--- config.mk ---
export PLATFORM = sky130hd
export DESIGN_NAME = cpm_pin_mux
export DESIGN_NICKNAME = d
export VERILOG_FILES = /design/src/pkg/cpm_pkg.sv /design/src/hdl/cpm_mode_decode.sv /design/src/hdl/cpm_pin_mux.sv
export VERILOG_INCLUDE_DIRS = /design/src /design/src/pkg
export SDC_FILE = /design/constraint.sdc
export NUM_CORES = 1
export LEC_CHECK = 0
export ABC_AREA = 1
export BUFFER_PORTS_ARGS = -buffer_cell sky130_fd_sc_hd__buf_2
export CORE_UTILIZATION = 39
export DETAILED_ROUTE_END_ITERATION = 6
export GPL_ROUTABILITY_DRIVEN = 0
export HOLD_SLACK_MARGIN = 0.15
export PLACE_DENSITY = 0.8
export SYNTH_ARGS = -nofsm -noshare
export SYNTH_HDL_FRONTEND = slang
export SYNTH_SLANG_ARGS = --single-unit
export TNS_END_PERCENT = 10
--- constraint.sdc ---
create_clock -name sys_clk -period 2.6 [get_ports sys_clk]
set_input_delay 0.26 -clock sys_clk [delete_from_list [all_inputs] [get_ports sys_clk]]
set_output_delay 0.26 -clock sys_clk [all_outputs]
set_load 0.01 [all_outputs]
--- src/pkg/cpm_defs.svh ---
// Purpose: constants of the configuration pin multiplexer
// Assumes: included by its bare name
// Notes: mode codes are the values read on the three strap pins
`ifndef CPM_DEFS_SVH
`define CPM_DEFS_SVH
`define CPM_MODE_MASTER_PORT 3'h4
`define CPM_MODE_SLAVE_PORT 3'h6
`define CPM_MODE_FLASH 3'h2
`define CPM_MODE_SLAVE_SERIAL 3'h7
`define CPM_STRAP_RESET 3'h7
`define CPM_WIDTH_X8 2'h0
`define CPM_WIDTH_X16 2'h1
`define CPM_WIDTH_X32 2'h2
`define CPM_ADDR_LO_W 16
`define CPM_ADDR_HI_W 13
`endif

--- src/pkg/cpm_pkg.sv ---
// Purpose: types of the configuration pin multiplexer
// Assumes: nothing
// Notes: role fields are one flag per pin group role
package cpm_pkg;
    typedef enum logic [1:0] {
        CPM_IDLE = 2'b01,
        CPM_CONFIG = 2'b10
    } cpm_state_e;

    typedef struct packed {
        logic master_port;
        logic slave_port;
        logic flash;
        logic serial;
        logic wide16;
        logic wide32;
        logic ext_clk;
    } cpm_role_s;
endpackage : cpm_pkg

--- src/hdl/cpm_mode_decode.sv ---
// Purpose: decode strap mode and bus width into pin roles
// Assumes: width code from the configuration options
// Notes: illegal width code 3 decodes as x16 in every parallel mode
`timescale 1ns/1ps
`include "cpm_defs.svh"
module cpm_mode_decode (
    input wire logic [2:0] mode,
    input wire logic [1:0] width,
    input wire logic ext_clk_opt,
    output cpm_pkg::cpm_role_s role
);
    always_comb begin
        role = '0;
        case (mode)
            `CPM_MODE_MASTER_PORT: begin
                role.master_port = 1'b1; // [RULE7]
                role.wide16 = (width != `CPM_WIDTH_X8);
                role.ext_clk = ext_clk_opt; // [RULE1]
            end
            `CPM_MODE_SLAVE_PORT: begin
                role.slave_port = 1'b1; // [RULE8]
                role.wide16 = (width != `CPM_WIDTH_X8);
                role.wide32 = (width == `CPM_WIDTH_X32);
            end
            `CPM_MODE_FLASH: begin
                role.flash = 1'b1; // [RULE9]
                role.wide16 = (width != `CPM_WIDTH_X8);
                role.ext_clk = ext_clk_opt; // [RULE1]
            end
            `CPM_MODE_SLAVE_SERIAL: begin
                role.serial = 1'b1; // [RULE10]
            end
            default: begin
                role = '0;
            end
        endcase
    end
endmodule : cpm_mode_decode

--- src/hdl/cpm_pin_mux.sv ---
// Purpose: assign shared configuration pins their role for the parallel modes
// Assumes: all inputs synchronous to sys_clk; pin oe_n low means driving
// Notes: pin assignment is frozen from cfg_start until cfg_done
//
// Function
// [RULE1] external clock pin used only when the option selects it in master modes
// [RULE2] serial chain output driven only in serial chain or debug image; else hi-Z
// [RULE3] parallel modes: shared pin is downstream enable, driven only in parallel chain
// [RULE4] revision outputs driven only after reboot or enabled fallback event
// [RULE5] user logic should avoid reusing revision pins after configuration
// [RULE6] unassigned pins ignored as inputs and held hi-Z during configuration
// [RULE7] strap 100: master byte port, select and rw inputs, data 0-7 or 0-15
// [RULE8] strap 110: slave byte port, no external clock, x32 data 16-31 on address pins
// [RULE9] strap 010: master flash, drives flash controls and address 0-28
// [RULE10] unconnected strap pins read high, giving default slave serial 111
// [RULE11] slave byte port rejects encrypted images at x16 and x32
// [RULE12] strap latched at configuration start, assignment held until the end
`timescale 1ns/1ps
`include "cpm_defs.svh"
module cpm_pin_mux (
    input wire logic sys_clk,
    input wire logic rst,
    input wire logic cfg_start,
    input wire logic cfg_done,
    input wire logic [2:0] mode_strap,
    input wire logic [2:0] mode_strap_driven,
    input wire logic [1:0] width_sel,
    input wire logic external_cfg_clock_option,
    input wire logic debug_image_option,
    input wire logic fallback_option,
    input wire logic fallback_event,
    input wire logic multi_image_reboot,
    input wire logic serial_chain,
    input wire logic parallel_chain,
    input wire logic encrypted_image,
    input wire logic serial_data,
    input wire logic downstream_enable_val,
    input wire logic [1:0] revision_val,
    input wire logic [28:0] core_flash_addr,
    input wire logic core_flash_cs,
    input wire logic core_flash_oe,
    input wire logic core_flash_we,
    input wire logic core_flash_adv,
    input wire logic external_master_clock_in,
    input wire logic port_chip_select_in,
    input wire logic port_read_write_sel,
    input wire logic [15:0] data_pin_in,
    input wire logic [15:0] addr_lo_pin_in,
    output logic [15:0] addr_lo_pin_out,
    output logic [15:0] addr_lo_pin_oe_n,
    output logic [12:0] addr_hi_pin_out,
    output logic addr_hi_pin_oe_n,
    output logic flash_chip_select,
    output logic flash_output_enable,
    output logic flash_write_enable,
    output logic flash_address_valid,
    output logic flash_ctrl_oe_n,
    output logic chain_pin_out,
    output logic chain_pin_oe_n,
    output logic [1:0] revision_select_outputs,
    output logic revision_select_oe_n,
    output logic [31:0] cfg_data,
    output logic cfg_port_select,
    output logic cfg_port_rw,
    output logic ext_clock_in_use,
    output logic ext_clock_sample,
    output logic encrypt_reject,
    output logic [2:0] latched_mode,
    output logic cfg_active
);
    // ------------------------------------------------------------
    // strap sampling and mode decode
    // ------------------------------------------------------------
    cpm_pkg::cpm_state_e state;
    cpm_pkg::cpm_role_s live_role;
    cpm_pkg::cpm_role_s role;
    logic [2:0] strap_eff;
    logic [1:0] width;
    logic rs_pending;
    logic in_cfg;
    logic par;

    assign strap_eff = mode_strap | ~mode_strap_driven; // [RULE10]
    assign in_cfg = (state == cpm_pkg::CPM_CONFIG);
    assign par = role.master_port | role.slave_port | role.flash;

    cpm_mode_decode u_decode (
        .mode(strap_eff),
        .width(width_sel),
        .ext_clk_opt(external_cfg_clock_option),
        .role(live_role)
    );

    // ------------------------------------------------------------
    // configuration cycle
    // ------------------------------------------------------------
    always_ff @(posedge sys_clk or posedge rst) begin
        if (rst) begin
            state <= cpm_pkg::CPM_IDLE;
        end else begin
            case (state)
                cpm_pkg::CPM_IDLE: begin
                    if (cfg_start) begin
                        state <= cpm_pkg::CPM_CONFIG;
                    end
                end
                cpm_pkg::CPM_CONFIG: begin
                    if (cfg_done) begin
                        state <= cpm_pkg::CPM_IDLE;
                    end
                end
                default: begin
                    state <= cpm_pkg::CPM_IDLE;
                end
            endcase
        end
    end

    always_ff @(posedge sys_clk or posedge rst) begin
        if (rst) begin
            latched_mode <= `CPM_STRAP_RESET;
            width <= `CPM_WIDTH_X8;
            role <= '0;
        end else if (state == cpm_pkg::CPM_IDLE && cfg_start) begin
            latched_mode <= strap_eff; // [RULE12]
            width <= width_sel;
            role <= live_role;
        end
    end

    always_ff @(posedge sys_clk or posedge rst) begin
        if (rst) begin
            cfg_active <= 1'b0;
        end else begin
            cfg_active <= in_cfg;
        end
    end

    // ------------------------------------------------------------
    // revision select: set on event, set wins over clear
    // ------------------------------------------------------------
    always_ff @(posedge sys_clk or posedge rst) begin
        if (rst) begin
            rs_pending <= 1'b0;
        end else if (multi_image_reboot || (fallback_option && fallback_event)) begin
            rs_pending <= 1'b1; // [RULE4]
        end else if (cfg_done) begin
            rs_pending <= 1'b0;
        end
    end

    always_ff @(posedge sys_clk or posedge rst) begin
        if (rst) begin
            revision_select_outputs <= 2'h0;
            revision_select_oe_n <= 1'b1;
        end else begin
            revision_select_outputs <= revision_val;
            revision_select_oe_n <= ~rs_pending; // [RULE4]
        end
    end

    // ------------------------------------------------------------
    // flash address and control pins
    // ------------------------------------------------------------
    always_ff @(posedge sys_clk or posedge rst) begin
        if (rst) begin
            addr_lo_pin_out <= 16'h0000;
            addr_lo_pin_oe_n <= 16'hffff;
            addr_hi_pin_out <= 13'h0000;
            addr_hi_pin_oe_n <= 1'b1;
            flash_chip_select <= 1'b1;
            flash_output_enable <= 1'b1;
            flash_write_enable <= 1'b1;
            flash_address_valid <= 1'b1;
            flash_ctrl_oe_n <= 1'b1;
        end else begin
            addr_lo_pin_out <= core_flash_addr[15:0];
            addr_hi_pin_out <= core_flash_addr[28:16];
            addr_lo_pin_oe_n <= {16{~(in_cfg && role.flash)}}; // [RULE9] [RULE6]
            addr_hi_pin_oe_n <= ~(in_cfg && role.flash); // [RULE9] [RULE6]
            flash_ctrl_oe_n <= ~(in_cfg && role.flash); // [RULE9] [RULE6]
            flash_chip_select <= core_flash_cs;
            flash_output_enable <= core_flash_oe;
            flash_write_enable <= core_flash_we;
            flash_address_valid <= core_flash_adv;
        end
    end

    // ------------------------------------------------------------
    // shared chain pin
    // ------------------------------------------------------------
    always_ff @(posedge sys_clk or posedge rst) begin
        if (rst) begin
            chain_pin_out <= 1'b1;
            chain_pin_oe_n <= 1'b1;
        end else if (in_cfg && par) begin
            chain_pin_out <= downstream_enable_val;
            chain_pin_oe_n <= ~parallel_chain; // [RULE3]
        end else begin
            chain_pin_out <= serial_data;
            chain_pin_oe_n <= ~((in_cfg && role.serial && serial_chain) || debug_image_option); // [RULE2]
        end
    end

    // ------------------------------------------------------------
    // inputs toward the configuration core
    // ------------------------------------------------------------
    always_ff @(posedge sys_clk or posedge rst) begin
        if (rst) begin
            cfg_data <= 32'h00000000;
            cfg_port_select <= 1'b1;
            cfg_port_rw <= 1'b1;
            ext_clock_in_use <= 1'b0;
            ext_clock_sample <= 1'b0;
            encrypt_reject <= 1'b0;
        end else begin
            cfg_data[7:0] <= (in_cfg && par) ? data_pin_in[7:0] : 8'h00; // [RULE6]
            cfg_data[15:8] <= (in_cfg && par && role.wide16) ? data_pin_in[15:8] : 8'h00; // [RULE7]
            cfg_data[31:16] <= (in_cfg && role.wide32) ? addr_lo_pin_in : 16'h0000; // [RULE8]
            if (in_cfg && (role.master_port || role.slave_port)) begin
                cfg_port_select <= port_chip_select_in; // [RULE7] [RULE8]
                cfg_port_rw <= port_read_write_sel;
            end else begin
                cfg_port_select <= 1'b1; // [RULE9]
                cfg_port_rw <= 1'b1;
            end
            ext_clock_in_use <= in_cfg && role.ext_clk; // [RULE1]
            ext_clock_sample <= in_cfg && role.ext_clk && external_master_clock_in; // [RULE1]
            encrypt_reject <= in_cfg && role.slave_port && encrypted_image
                && (width != `CPM_WIDTH_X8); // [RULE11]
        end
    end
endmodule : cpm_pin_mux

==> impl_metrics.sql <==
INSERT INTO impl_metrics (metric_group, metric, value, unit) VALUES
('grt', 'groute.layer.met2.usage', '38.6', '%'),
('pwr', 'vdd.ir_drop.worst', '0.353', 'mV'),
('critical_path', 'critical_path.max_stage_delay', '0.55', 'ns'),
('clock_network', 'cts.sink_count', '92', ''),
('clock_network', 'h-tree-depth', '3', ''),
('grt', 'grt_use_total', '20.6', '%'),
('detailed_routing', 'wl_per_cell', '13.5', 'microns'),
('critical_path', 'critical_path_cell_count', '6', ''),
('yosys', 'syn-num-nets', '354', ''),
('yosys', 'yosys_warnings', '0', ''),
('timing', 'max_freq', '515', 'MHz'),
('critical_path', 'cp.required', '2.84', 'ns'),
('yosys', 'synth.distinct_cells', '21', ''),
('timing', 'hold_violations', '0', ''),
('detailed_routing', 'route.vias.total', '2667', ''),
('floorplanning', 'floorplan.initialDensity', '40.5', '%'),
('critical_path', 'startpoint_type_of_the_worst_setup_path', 'input pin', ''),
('critical_path', 'crit-reg2reg-launch', 'role[5]', ''),
('final_layout', 'synthToLayoutAreaGrowth', '61.8', '%'),
('detailed_routing', 'detail_route_antenna_nets', '0', ''),
('critical_path', 'crit_path_capture', 'rs_pending', ''),
('floorplanning', 'die_width', '91.8', 'microns'),
('critical_path', 'crit_arrival', '2.18', 'ns'),
('timing', 'worstMarginPinSlew', '0.625', 'ns'),
('floorplanning', 'chipHeight', '91.8', 'microns'),
('grt', 'gr-max-usage-layer', 'met2', ''),
('status', 'run_status', 'completed', ''),
('hold_path', 'worst_hold_check_path_type', 'in -> reg', ''),
('yosys', 'syn-mean-instance-area', '12.0', 'sq um'),
('final_layout', 'num_antenna_cells', '0', ''),
('floorplanning', 'coreArea', '7770', 'sq um'),
('critical_path', 'reg2reg_depth', '6', ''),
('timing', 'finalMaxSlewViolations', '0', ''),
('grt', 'antenna_found_initial', '0', ''),
('place', 'dpl.hpwl', '5.32', 'mm'),
('place', 'portBuffers', '188', ''),
('clock_network', 'clk-insertion-delay-late', '0.36', 'ns'),
('timing', 'skew', '0.00971', 'ns'),
('critical_path', 'timing.critical_path.cells', 'dlygate4sd3_1, buf_2, a21oi_1, dlygate4sd3_1, o21ai_0, dlygate4sd3_1', ''),
('grt', 'grt_pass1_vias', '2687', ''),
('floorplanning', 'dieArea', '8430', 'sq um'),
('critical_path', 'crit_fanout', '1', ''),
('floorplanning', 'boundaryPins', '189', ''),
('grt', 'grt-ovfl-total', '0', ''),
('critical_path', 'cp_most_frequent_cell', 'sky130_fd_sc_hd__dlygate4sd3_1', ''),
('grt', 'grt.met3_usage', '4.81', '%'),
('grt', 'groute.layer.met1.usage', '22.5', '%'),
('timing', 'timing.final.crit_share', '74.6', '%'),
('clock_network', 'cts_inserted_buffers', '9', ''),
('place', 'dp_cells', '534', ''),
('grt', 'grt_max_degree', '53', ''),
('critical_path', 'critical_path.reg2reg.endpoint', 'chain_pin_oe_n', ''),
('timing', 'unrepaired_setup_endpoints_after_global_routing', 'false', ''),
('critical_path', 'timing.setup.critical_path_class', 'in -> reg', ''),
('clock_network', 'cts_post_setup_buffers_inserted', '0', ''),
('pwr', 'fin_total_pwr', '3.08', 'mW'),
('detailed_routing', 'via_per_inst', '4.23', ''),
('critical_path', 'crit_start', 'multi_image_reboot', ''),
('critical_path', 'critical-path-top-delay-family', 'buffers and inverters', ''),
('final_layout', 'count_of_non_filler_cells_in_the_finished_layout', '630', ''),
('clock_network', 'clock_tree_from_tritoncts', 'done', ''),
('final_layout', 'layout.nets', '615', ''),
('detailed_routing', 'drt_wl_total', '8.53', 'mm'),
('timing', 'count_of_endpoints_failing_setup_in_the_final_report', '0', ''),
('critical_path', 'critical-path-slowest-cell', 'sky130_fd_sc_hd__dlygate4sd3_1', ''),
('pwr', 'leakage_power_of_the_design', '2.83', 'nW'),
('detailed_routing', 'drcViolationCount', '0', ''),
('yosys', 'ys_seq_elements', '92', ''),
('timing', 'post-route-min-period', '1.94', 'ns'),
('floorplanning', 'std_cell_rows', '32', ''),
('final_layout', 'final_layout_size_suffix_gt1_share', '45.3', '%');
-- metrics by stage --
step | util [%] | area [sq um] | hold slack, ns | setup WS [ns]
final | 65.5 | 5090 | 0.171 | 0.659
after global routing | 65.5 | 5090 | 0.176 | 0.568
after CTS | 65.5 | 5090 | 0.158 | 0.696
after detailed placement | 52.5 | 4080 | 0.365 | 1.25
after global placement | 52.5 | 4080 | 0.351 | 1.31
after floorplan | - | 3150 | 0.264 | 1.27
-- area by class of cell --
type,instances,area [sq um]
clock buffers,9,124
clock inverters,7,87.6
fillers,577,2680
inverters,50,191
multi-input cells,100,483
flip-flops and latches,92,2320
well taps,102,128
repair buffers,270,1760
-- cell families (layout without fill, tap and decap cells) --
family | Yosys count | in the layout | share of synthesized area, %
flip-flops | 92 | 92 | 73.7
AO/OA/AOI/OAI | 15 | 15 | 2.39
buffers and inverters | 70 | 336 | 10.9
AND/OR/NAND/NOR | 85 | 85 | 13.0
-- Yosys cell counts, drive strengths merged --
cell type | number | share of area, %
buf | 20 | 4.9
inv | 50 | 6.0
dfrtp | 78 | 62
nor2 | 42 | 6.6
dfstp | 14 | 12
o21ai | 13 | 2.1
nand3 | 8 | 1.6
nand3b | 3 | 0.72
nand2 | 30 | 3.7
a21oi | 2 | 0.32
nor3 | 1 | 0.16
and3 | 1 | 0.20
-- how the worst min path moves through the flow --
| stage | to | cells past startpoint | from |
|---|---|---|---|
| after floorplan | flash_address_valid | 0 | core_flash_adv |
| after global placement | revision_select_oe_n | 1 | rs_pending |
| after detailed placement | revision_select_oe_n | 1 | rs_pending |
| after CTS | ext_clock_sample | 2 | external_master_clock_in |
| after global routing | ext_clock_sample | 2 | external_master_clock_in |
| final | ext_clock_sample | 2 | external_master_clock_in |
-- worst reg2reg max path, delay by kind of cell, from the launching register on --
family,cells,cell delay (ns)
flops,1,0.37
buf+inv,2,0.66
simple gates,4,0.62
-- layout by cell type (no fill, tap or decap) --
cell type,count
sky130_fd_sc_hd__inv_6,3
sky130_fd_sc_hd__o21ai_1,4
sky130_fd_sc_hd__inv_1,47
sky130_fd_sc_hd__dlygate4sd3_1,80
sky130_fd_sc_hd__bufinv_16,1
sky130_fd_sc_hd__nor2_4,1
sky130_fd_sc_hd__nand3b_1,3
sky130_fd_sc_hd__inv_2,2
sky130_fd_sc_hd__inv_8,2
sky130_fd_sc_hd__nor3_1,1
sky130_fd_sc_hd__nand2_1,28
sky130_fd_sc_hd__nor2_8,1
sky130_fd_sc_hd__nand3_2,2
sky130_fd_sc_hd__nor2_1,30
sky130_fd_sc_hd__buf_4,2
sky130_fd_sc_hd__clkbuf_8,9
sky130_fd_sc_hd__dfstp_2,14
sky130_fd_sc_hd__dfrtp_1,78
sky130_fd_sc_hd__nor2_2,10
sky130_fd_sc_hd__nand3_1,6
sky130_fd_sc_hd__and3_1,1
sky130_fd_sc_hd__o21ai_0,9
sky130_fd_sc_hd__clkinvlp_4,1
sky130_fd_sc_hd__clkinv_4,1
sky130_fd_sc_hd__buf_2,188
sky130_fd_sc_hd__nand2_2,2
sky130_fd_sc_hd__a21oi_1,2
-- where the power goes --
group | leakage, nW | internal, mW | total (mW) | switching (mW)
combinational | 1.57 | 0.225 | 0.463 | 0.238
clock | 0.109 | 0.470 | 1.01 | 0.538
sequential | 1.15 | 1.56 | 1.61 | 0.0555
total | 2.83 | 2.25 | 3.08 | 0.832
-- sequential cells by signal, summed over array words and instances, names as in the netlist, 2 cells and up --
register / cells
addr_hi_pin_out: 13
role: 7
revision_select_outputs: 2
latched_mode: 3
cfg_data: 32
addr_lo_pin_out: 16
state: 2
width: 2
-- what timing repair did --
item / in CTS / in global routing
gates resized for setup: 0 / 0
hold buffers: 80 / 0
endpoints found under the setup margin: 0 / 0
endpoints found under the hold margin: 154 / 0
-- routing by layer --
metal	share of wire, %	vias up
met1	38	1261
met5	0	-
met3	6.6	10
li1	-	1276
met2	54	120
met4	1.5	0
Note: power is estimated with default switching activity, not from simulation.
